### config.mk
export PLATFORM = sky130hd
export DESIGN_NAME = wrec_recorder_event_block
export DESIGN_NICKNAME = d
export VERILOG_FILES = /design/src/logic/wrec_pkg.sv /design/src/logic/wrec_recorder_event_block.sv
export VERILOG_INCLUDE_DIRS = /design/src /design/src/logic
export SDC_FILE = /design/constraint.sdc
export NUM_CORES = 2
export LEC_CHECK = 0
export BUFFER_PORTS_ARGS = -buffer_cell sky130_fd_sc_hd__buf_4
export CELL_PAD_IN_SITES_DETAIL_PLACEMENT = 2
export CELL_PAD_IN_SITES_GLOBAL_PLACEMENT = 2
export CORE_UTILIZATION = 43
export DETAILED_ROUTE_END_ITERATION = 6
export PLACE_DENSITY_LB_ADDON = 0.15
export SKIP_CTS_REPAIR_TIMING = 1
export SLEW_MARGIN = 40
export SYNTH_ARGS = -nofsm -noshare
export SYNTH_HDL_FRONTEND = slang
export SYNTH_SLANG_ARGS = --single-unit
export TNS_END_PERCENT = 100
### constraint.sdc
create_clock -name clock -period 270.3 [get_ports clock]
set_input_delay 0 -clock clock [delete_from_list [all_inputs] [get_ports clock]]
set_output_delay 0 -clock clock [all_outputs]
set_load 0.05 [all_outputs]
### src/logic/wrec_cfg.svh
`ifndef WREC_CFG_SVH
`define WREC_CFG_SVH
`define WREC_SAMPLE_BYTES 4
`define WREC_STORE_BYTES 64306588
`define WREC_DIG_RATE_HZ 200
`define WREC_DIG_PERIOD_MS 5
`define WREC_CLK_HZ 10000000
`define WREC_DIG_TICK_CYC ((`WREC_CLK_HZ / 1000) * `WREC_DIG_PERIOD_MS)
`define WREC_MS_CYC (`WREC_CLK_HZ / 1000)
`define WREC_SPC_64 2'h0
`define WREC_SPC_32 2'h1
`define WREC_SPC_16 2'h2
`define WREC_SPC_8 2'h3
`define WREC_EV_TRIG_ON 4'h0
`define WREC_EV_TRIG_OFF 4'h1
`define WREC_EV_MEM_CLR 4'h2
`define WREC_EV_OLD_CLR 4'h3
`define WREC_EV_FULL_ON 4'h4
`define WREC_EV_FULL_OFF 4'h5
`define WREC_EV_REC_ON 4'h6
`define WREC_EV_REC_OFF 4'h7
`define WREC_EV_STO_ON 4'h8
`define WREC_EV_STO_OFF 4'h9
`define WREC_EV_NEW_CLR 4'hA
`define WREC_NUM_EV 11
`endif

### src/logic/wrec_pkg.sv
`default_nettype none
package wrec_pkg;
  typedef enum logic [1:0] {
    WREC_DIV_IDLE = 2'b00,
    WREC_DIV_RUN = 2'b01,
    WREC_DIV_DONE = 2'b11
  } wrec_div_e;

  typedef struct packed {
    logic [7:0] nominalHz;
    logic [4:0] analogChannelCount;
    logic [6:0] digitalChannelCount;
    logic [1:0] samplesPerCycle;
    logic replaceMode;
    logic [31:0] preTrigMs;
  } wrec_cfg_s;

  typedef struct packed {
    logic valid;
    logic [3:0] code;
    logic [31:0] stamp;
  } wrec_event_s;

  typedef struct packed {
    logic trigger;
    logic memClear;
    logic oldClear;
    logic newClear;
    logic recordDone;
    logic storeDone;
  } wrec_cmd_s;
endpackage : wrec_pkg
`default_nettype wire

### src/logic/wrec_recorder_event_block.sv
`include "wrec_cfg.svh"
`default_nettype none
// Functional notes
// Each stored sample word is four bytes; capacity is free bytes over four.
// Each analog sampling instant stores one extra timestamp word; the code drops an instant's words when a digital tick coincides.
// Digital channels are sampled at fixed 200 Hz, every 5 ms.
// After configuration load, compute total recording time from the capacity formula.
// Recordings share one 64 MB store; figure assumes no other files.
// Raise events for trigger, clears, memory full, recording and storing changes.
// Status events are never masked.
// Every status event carries a timestamp of the change; the code stamps each with stampMs when it leaves the queue.
// When full, replace mode drops oldest; keep mode refuses new recordings.
// Analog rate selects 64, 32, 16 or 8 samples per cycle, default 64.
// Never report ready while the maximum recording length is zero.
// Keep a circular pre-trigger window so earlier samples join each recording.
module wrec_recorder_event_block
  import wrec_pkg::*;
#(
  parameter int unsigned STORE_BYTES = `WREC_STORE_BYTES,
  parameter int unsigned DIG_TICK_CYC = `WREC_DIG_TICK_CYC,
  parameter int unsigned MS_CYC = `WREC_MS_CYC,
  parameter int unsigned MAX_RECORDS = 64
) (
  input wire logic clock,
  input wire logic nrst,
  input wire logic clockEnable,
  input wire logic cfgLoad,
  input wire wrec_cfg_s cfgIn,
  input wire logic triggerSelected,
  input wire logic [31:0] recordLenMs,
  input wire wrec_cmd_s cmdIn,
  input wire logic analogInstant,
  output logic [31:0] totalTimeSec,
  output logic [31:0] captureCapacity,
  output logic recorderReady,
  output logic memoryFull,
  output logic recordingActive,
  output logic storingActive,
  output logic digitalTick,
  output logic [31:0] wordsPerInstant,
  output logic [31:0] preTrigWords,
  output wrec_event_s eventOut
);
  typedef struct packed {
    wrec_div_e divState;
    logic [31:0] num;
    logic [31:0] den;
    logic [31:0] quo;
    logic [5:0] bitIdx;
    logic [31:0] totalTime;
    logic [31:0] capacity;
    logic ready;
    logic trigLevel;
    logic full;
    logic recording;
    logic storing;
    logic [31:0] usedWords;
    logic [7:0] recCount;
    logic [31:0] curWords;
    logic [31:0] recMsCnt;
    logic [31:0] msCnt;
    logic [31:0] stampMs;
    logic [31:0] digCnt;
    logic digTick;
    logic [31:0] perInstant;
    logic [31:0] preWords;
    logic [31:0] preFill;
    logic [10:0] pending;
    wrec_event_s ev;
  } state_s;

  state_s s_q;
  state_s s_d;

  function automatic logic [6:0] spcValue(input logic [1:0] sel);
    case (sel)
      `WREC_SPC_64: spcValue = 7'h40;
      `WREC_SPC_32: spcValue = 7'h20;
      `WREC_SPC_16: spcValue = 7'h10;
      default: spcValue = 7'h08;
    endcase
  endfunction

  logic [31:0] remWide;
  logic [31:0] avgWordsPerMs;
  logic [3:0] evIdx;
  logic evFound;

  always_comb begin
    s_d = s_q;
    remWide = 32'h0;
    evIdx = 4'h0;
    evFound = 1'b0;
    avgWordsPerMs = 32'h0;
    // -----------------------------------------------------------------
    // Event drain first, so a fresh set of the same code in this cycle wins.
    // -----------------------------------------------------------------
    for (int i = `WREC_NUM_EV - 1; i >= 0; i--) begin
      if (s_q.pending[i]) begin
        evIdx = 4'(i);
        evFound = 1'b1;
      end
    end
    s_d.ev.valid = evFound;
    s_d.ev.code = evIdx;
    s_d.ev.stamp = s_q.stampMs;
    if (evFound) begin
      s_d.pending[evIdx] = 1'b0;
    end
    // -----------------------------------------------------------------
    // Time base and digital sampling clock.
    // -----------------------------------------------------------------
    s_d.digTick = 1'b0;
    if (s_q.msCnt >= MS_CYC - 1) begin
      s_d.msCnt = 32'h0;
      s_d.stampMs = s_q.stampMs + 32'h1;
      if (s_q.recording) begin
        s_d.recMsCnt = s_q.recMsCnt + 32'h1;
      end
    end else begin
      s_d.msCnt = s_q.msCnt + 32'h1;
    end
    if (s_q.digCnt >= DIG_TICK_CYC - 1) begin
      s_d.digCnt = 32'h0;
      s_d.digTick = 1'b1;
    end else begin
      s_d.digCnt = s_q.digCnt + 32'h1;
    end
    // -----------------------------------------------------------------
    // Capacity and total recording time after a configuration load.
    // -----------------------------------------------------------------
    case (s_q.divState)
      WREC_DIV_IDLE: begin
        if (cfgLoad) begin
          s_d.capacity = STORE_BYTES / `WREC_SAMPLE_BYTES;
          s_d.perInstant = 32'(cfgIn.analogChannelCount) + 32'h1;
          s_d.num = STORE_BYTES / `WREC_SAMPLE_BYTES;
          s_d.den = 32'(cfgIn.nominalHz) * (32'(cfgIn.analogChannelCount) + 32'h1)
            * 32'(spcValue(cfgIn.samplesPerCycle))
            + 32'(`WREC_DIG_RATE_HZ) * 32'(cfgIn.digitalChannelCount);
          s_d.quo = 32'h0;
          s_d.bitIdx = 6'h20;
          s_d.ready = 1'b0;
          s_d.divState = WREC_DIV_RUN;
        end
      end
      WREC_DIV_RUN: begin
        if (s_q.den == 32'h0) begin
          s_d.quo = 32'h0;
          s_d.divState = WREC_DIV_DONE;
        end else if (s_q.bitIdx == 6'h0) begin
          s_d.divState = WREC_DIV_DONE;
        end else begin
          remWide = s_q.num >> (s_q.bitIdx - 6'h1);
          if (remWide >= s_q.den) begin
            s_d.num = s_q.num - (s_q.den << (s_q.bitIdx - 6'h1));
            s_d.quo = s_q.quo | (32'h1 << (s_q.bitIdx - 6'h1));
          end
          s_d.bitIdx = s_q.bitIdx - 6'h1;
        end
      end
      WREC_DIV_DONE: begin
        s_d.totalTime = s_q.quo;
        s_d.preWords = 32'(cfgIn.nominalHz) * s_q.perInstant
          * 32'(spcValue(cfgIn.samplesPerCycle)) / 32'd1000 * cfgIn.preTrigMs;
        s_d.ready = triggerSelected && (s_q.quo != 32'h0);
        s_d.divState = WREC_DIV_IDLE;
      end
      default: s_d.divState = WREC_DIV_IDLE;
    endcase
    if (!triggerSelected) begin
      s_d.ready = 1'b0;
    end
    // -----------------------------------------------------------------
    // Pre-trigger window fill while idle, capture and storage.
    // -----------------------------------------------------------------
    if (!s_q.recording && analogInstant && s_q.preFill < s_q.preWords) begin
      s_d.preFill = s_q.preFill + s_q.perInstant;
    end
    if (s_q.recording && analogInstant) begin
      s_d.curWords = s_q.curWords + s_q.perInstant;
    end
    if (s_q.recording && s_q.digTick) begin
      s_d.curWords = s_q.curWords + 32'(cfgIn.digitalChannelCount);
    end
    s_d.trigLevel = cmdIn.trigger;
    if (cmdIn.trigger && !s_q.recording && !s_q.storing && s_q.ready) begin
      if (!s_q.full || cfgIn.replaceMode) begin
        s_d.recording = 1'b1;
        s_d.curWords = s_q.preFill;
        s_d.recMsCnt = 32'h0;
        if (s_q.full) begin
          s_d.pending[`WREC_EV_OLD_CLR] = 1'b1;
          s_d.recCount = s_q.recCount - 8'h1;
          s_d.usedWords = s_q.usedWords - s_q.usedWords / 32'(s_q.recCount);
        end
      end
    end
    avgWordsPerMs = s_q.perInstant;
    if (s_q.recording && (cmdIn.recordDone || s_q.recMsCnt >= recordLenMs)) begin
      s_d.recording = 1'b0;
      s_d.storing = 1'b1;
    end
    if (s_q.storing && cmdIn.storeDone) begin
      s_d.storing = 1'b0;
      s_d.preFill = 32'h0;
      s_d.usedWords = s_d.usedWords + s_q.curWords;
      s_d.recCount = s_d.recCount + 8'h1;
    end
    if (cmdIn.memClear) begin
      s_d.usedWords = 32'h0;
      s_d.recCount = 8'h0;
      s_d.pending[`WREC_EV_MEM_CLR] = 1'b1;
    end else if ((cmdIn.oldClear || cmdIn.newClear) && s_q.recCount != 8'h0) begin
      s_d.usedWords = s_q.usedWords - s_q.usedWords / 32'(s_q.recCount);
      s_d.recCount = s_q.recCount - 8'h1;
      if (cmdIn.oldClear) begin
        s_d.pending[`WREC_EV_OLD_CLR] = 1'b1;
      end else begin
        s_d.pending[`WREC_EV_NEW_CLR] = 1'b1;
      end
    end
    s_d.full = (s_d.usedWords + avgWordsPerMs >= s_q.capacity && s_q.capacity != 32'h0)
      || (s_d.recCount >= 8'(MAX_RECORDS));
    // -----------------------------------------------------------------
    // Status events: all unmaskable, queued, each stamped.
    // -----------------------------------------------------------------
    if (s_d.trigLevel != s_q.trigLevel) begin
      s_d.pending[s_d.trigLevel ? `WREC_EV_TRIG_ON : `WREC_EV_TRIG_OFF] = 1'b1;
    end
    if (s_d.full != s_q.full) begin
      s_d.pending[s_d.full ? `WREC_EV_FULL_ON : `WREC_EV_FULL_OFF] = 1'b1;
    end
    if (s_d.recording != s_q.recording) begin
      s_d.pending[s_d.recording ? `WREC_EV_REC_ON : `WREC_EV_REC_OFF] = 1'b1;
    end
    if (s_d.storing != s_q.storing) begin
      s_d.pending[s_d.storing ? `WREC_EV_STO_ON : `WREC_EV_STO_OFF] = 1'b1;
    end
  end

  always_ff @(posedge clock or negedge nrst) begin
    if (!nrst) begin
      s_q <= '0;
    end else if (clockEnable) begin
      s_q <= s_d;
    end
  end

  assign totalTimeSec = s_q.totalTime;
  assign captureCapacity = s_q.capacity;
  assign recorderReady = s_q.ready;
  assign memoryFull = s_q.full;
  assign recordingActive = s_q.recording;
  assign storingActive = s_q.storing;
  assign digitalTick = s_q.digTick;
  assign wordsPerInstant = s_q.perInstant;
  assign preTrigWords = s_q.preWords;
  assign eventOut = s_q.ev;
endmodule : wrec_recorder_event_block
`default_nettype wire

==> impl_metrics.json <==
{
  "status": "complete, but fails checks",
  "violations": "hold timing",
  "cp_max_fo": 22,
  "synth_top_cell_by_area": "dfrtp_1",
  "netlist_instances": 9239,
  "synth_area_leaders": "dfrtp_1 15%, ha_1 14%, fa_1 11%",
  "path_clk_slew_ns": 0.07,
  "clock_path_buffers": 3,
  "die_h_um": 415,
  "first_pass_iters": 5,
  "synth_xor_area_share_pct": 6.18,
  "die_w_um": 415,
  "r2r-start": "s_q[310]$_DFFE_PN0P_",
  "hold_class": "input port to flop",
  "startpoint_type": "flop",
  "relSlewSlack_pct": 41.6,
  "clock_sink_count": 446,
  "vias": 70200,
  "grt_antenna_before_repair": 11,
  "finalInstanceArea_sq_um": 78800,
  "start_util_pct": 43.4,
  "gr-total-overflow": 0,
  "fin_crit_ns": 107.87,
  "gp_congestion": 0.916,
  "grt_pass1_wl_um": 460000,
  "ant_nets": 0,
  "worstMarginPinSlew_ns": 0.877,
  "synth-edff-count": 0,
  "clock-root-buffer": "clkbuf_16",
  "rows": 151,
  "min_from": "cfgIn[45]",
  "ys_ff_latch": 446,
  "syn2layout_area_growth_pct": 7.15,
  "synth_area_per_cell_sq_um": 7.96,
  "crit_buf_inv": 32,
  "crit_family": "compound AO/OA/AOI/OAI gates",
  "rrSetupSlack_ns": 162.43,
  "dp_hpwl_um": 224000,
  "hold_viol": 1,
  "yosysMostFrequentCell": "nand2_1",
  "place_worst_setup_slack_ns": 163.63,
  "synthTopCellsByCount": "1134 x nand2_1, 877 x inv_1, 804 x ha_1",
  "min_to": "wordsPerInstant[5]$_DFFE_PN0P_",
  "post_drt_via_cell_ratio": 6.13,
  "syn_area_sq_um": 73500,
  "routedWlPerCell_um": 25.5,
  "design.core.area_sq_um": 169000,
  "place_area_sq_um": 76400,
  "drtIter0Drc": 3817,
  "grtUsageTotal_pct": 33.2,
  "whs_path_depth": 4,
  "cts_tree": "built",
  "synth_compound_area_share_pct": 19.4,
  "htreeDepth": 2,
  "synth_top_area_share_pct": 15.2,
  "die_area_sq_um": 173000,
  "critPathCaptureType": "flop",
  "setup_ws_ns": 162.43,
  "pin_count": 269,
  "setup_viol": 0,
  "yosys.area_share.simple_pct": 21.2,
  "numPortBuffers": 226,
  "cap_violations": 0,
  "maxSlewViolCount": 0,
  "clk_latency_ns": 0.73,
  "whs_ns": -0.00166,
  "synthFlopType": "dfrtp_1",
  "fmax_ghz": 0.00927,
  "required_ns": 270.96,
  "fin_crit_sh_pct": 39.9,
  "yosys.cell_types.count": 145,
  "r2r_cells": 443,
  "route.detailed.drc": 0,
  "finalClockSkew_ns": 0.0743,
  "first_global_vias": 79300,
  "wl_um": 292000,
  "r2r_end": "s_q[42]$_DFFE_PN0P_",
  "crit_arrival_ns": 108.53,
  "synthAdderAreaFrac_pct": 25.2,
  "critical-path-max-stage-delay_ns": 0.73,
  "dp_cells": 11300,
  "layout.cells.non_filler": 11400,
  "synthMuxAreaShare_pct": 4.58,
  "yosysWarnings": 0,
  "grt_max_degree": 72,
  "async_reset_ff_share_pct": 100,
  "layout-drive-gt1-share_pct": 9.12,
  "slowest_stage": "o22ai_1",
  "ys_seq_area_share_pct": 15.2,
  "worstSetupPathType": "flop to flop",
  "cts_buffers": 58,
  "rsz0062_at_grt": "false",
  "layout.nets": 10500,
  "setup_tns_ns": 0,
  "path_common_cell": "o21a_1",
  "synth_top_family_by_area": "adder cells"
}
-- metrics by stage --
stage          utilization (%)  hold WS (ns)
2_1_floorplan                -        -0.296
3_3_place_gp              45.0        0.0635
3_5_place_dp              45.1        0.0669
4_1_cts                   46.3        -0.732
5_1_grt                   46.5       0.00406
6_report                  46.5      -0.00166
-- cells in the final DEF (no fill, tap or decap), drive strengths merged, types with 167 or more instances in the layout --
| master | n |
|---|---|
| mux2 | 175 |
| o21ai | 475 |
| xnor2 | 344 |
| inv | 892 |
| xor2 | 174 |
| o21a | 167 |
| nor3 | 275 |
| a21oi | 554 |
| buf | 307 |
| ha | 804 |
| fa | 420 |
| nand2 | 1137 |
| dfrtp | 446 |
| nor2 | 653 |
| nand3 | 193 |
| and2 | 213 |
-- state kept, by name, summed over array words and instances (netlist names), 6 cells and up --
signal	count
eventOut	37
preTrigWords	32
s_d	32
s_q	301
totalTimeSec	32
wordsPerInstant	6
-- routing by layer --
layer	global-route usage [%]	share of wire [%]	wire [um]
met1	40.0	42	122000
met2	59.7	50	147000
met3	3.12	3.1	9200
met4	14.7	4.9	14200
met5	0	0.0075	22
-- tightest hold or removal path, cell delays in order --
cell	delay, ns
buf_4	0.12
nand2_1	0.06
nor2_1	0.15
mux2_2	0.30
-- cell type report --
cell class	instances	area (sq um)
Fill cell	19100	90700
Clock buffer	79	1680
Timing Repair Buffer	324	2570
Tap cell	2218	2780
Sequential cell	446	11200
Clock inverter	29	422
Antenna cell	7	17.5
Multi-Input combinational cell	7454	56800
Inverter	891	3350
-- cells by family after synthesis --
kind of cell,Yosys count
multiplexers,282
other,2
adder cells (fa/ha/maj),1230
AO/OA/AOI/OAI,2159
AND/OR/NAND/NOR,3207
buffers and inverters,1395
XOR/XNOR,518
flip-flops,446
-- how the worst max path moves through the flow --
stage | startpoint | end | slack (ns) | depth (start not counted)
final | s_q[310]$_DFFE_PN0P_ | s_q[42]$_DFFE_PN0P_ | 162.43 | 443
after global routing | s_q[310]$_DFFE_PN0P_ | s_q[42]$_DFFE_PN0P_ | 154.18 | 444
after CTS | s_q[310]$_DFFE_PN0P_ | s_q[42]$_DFFE_PN0P_ | 163.36 | 442
after detailed placement | s_q[310]$_DFFE_PN0P_ | memoryFull$_DFFE_PN0P_ | 163.63 | 441
after global placement | s_q[310]$_DFFE_PN0P_ | s_q[42]$_DFFE_PN0P_ | 169.89 | 444
after floorplan | s_q[305]$_DFFE_PN0P_ | s_q[42]$_DFFE_PN0P_ | 180.43 | 478
Power is left out: the tool's default activity adds up to more than one toggle a clock period on the data nets, which glitch-free logic cannot reach.
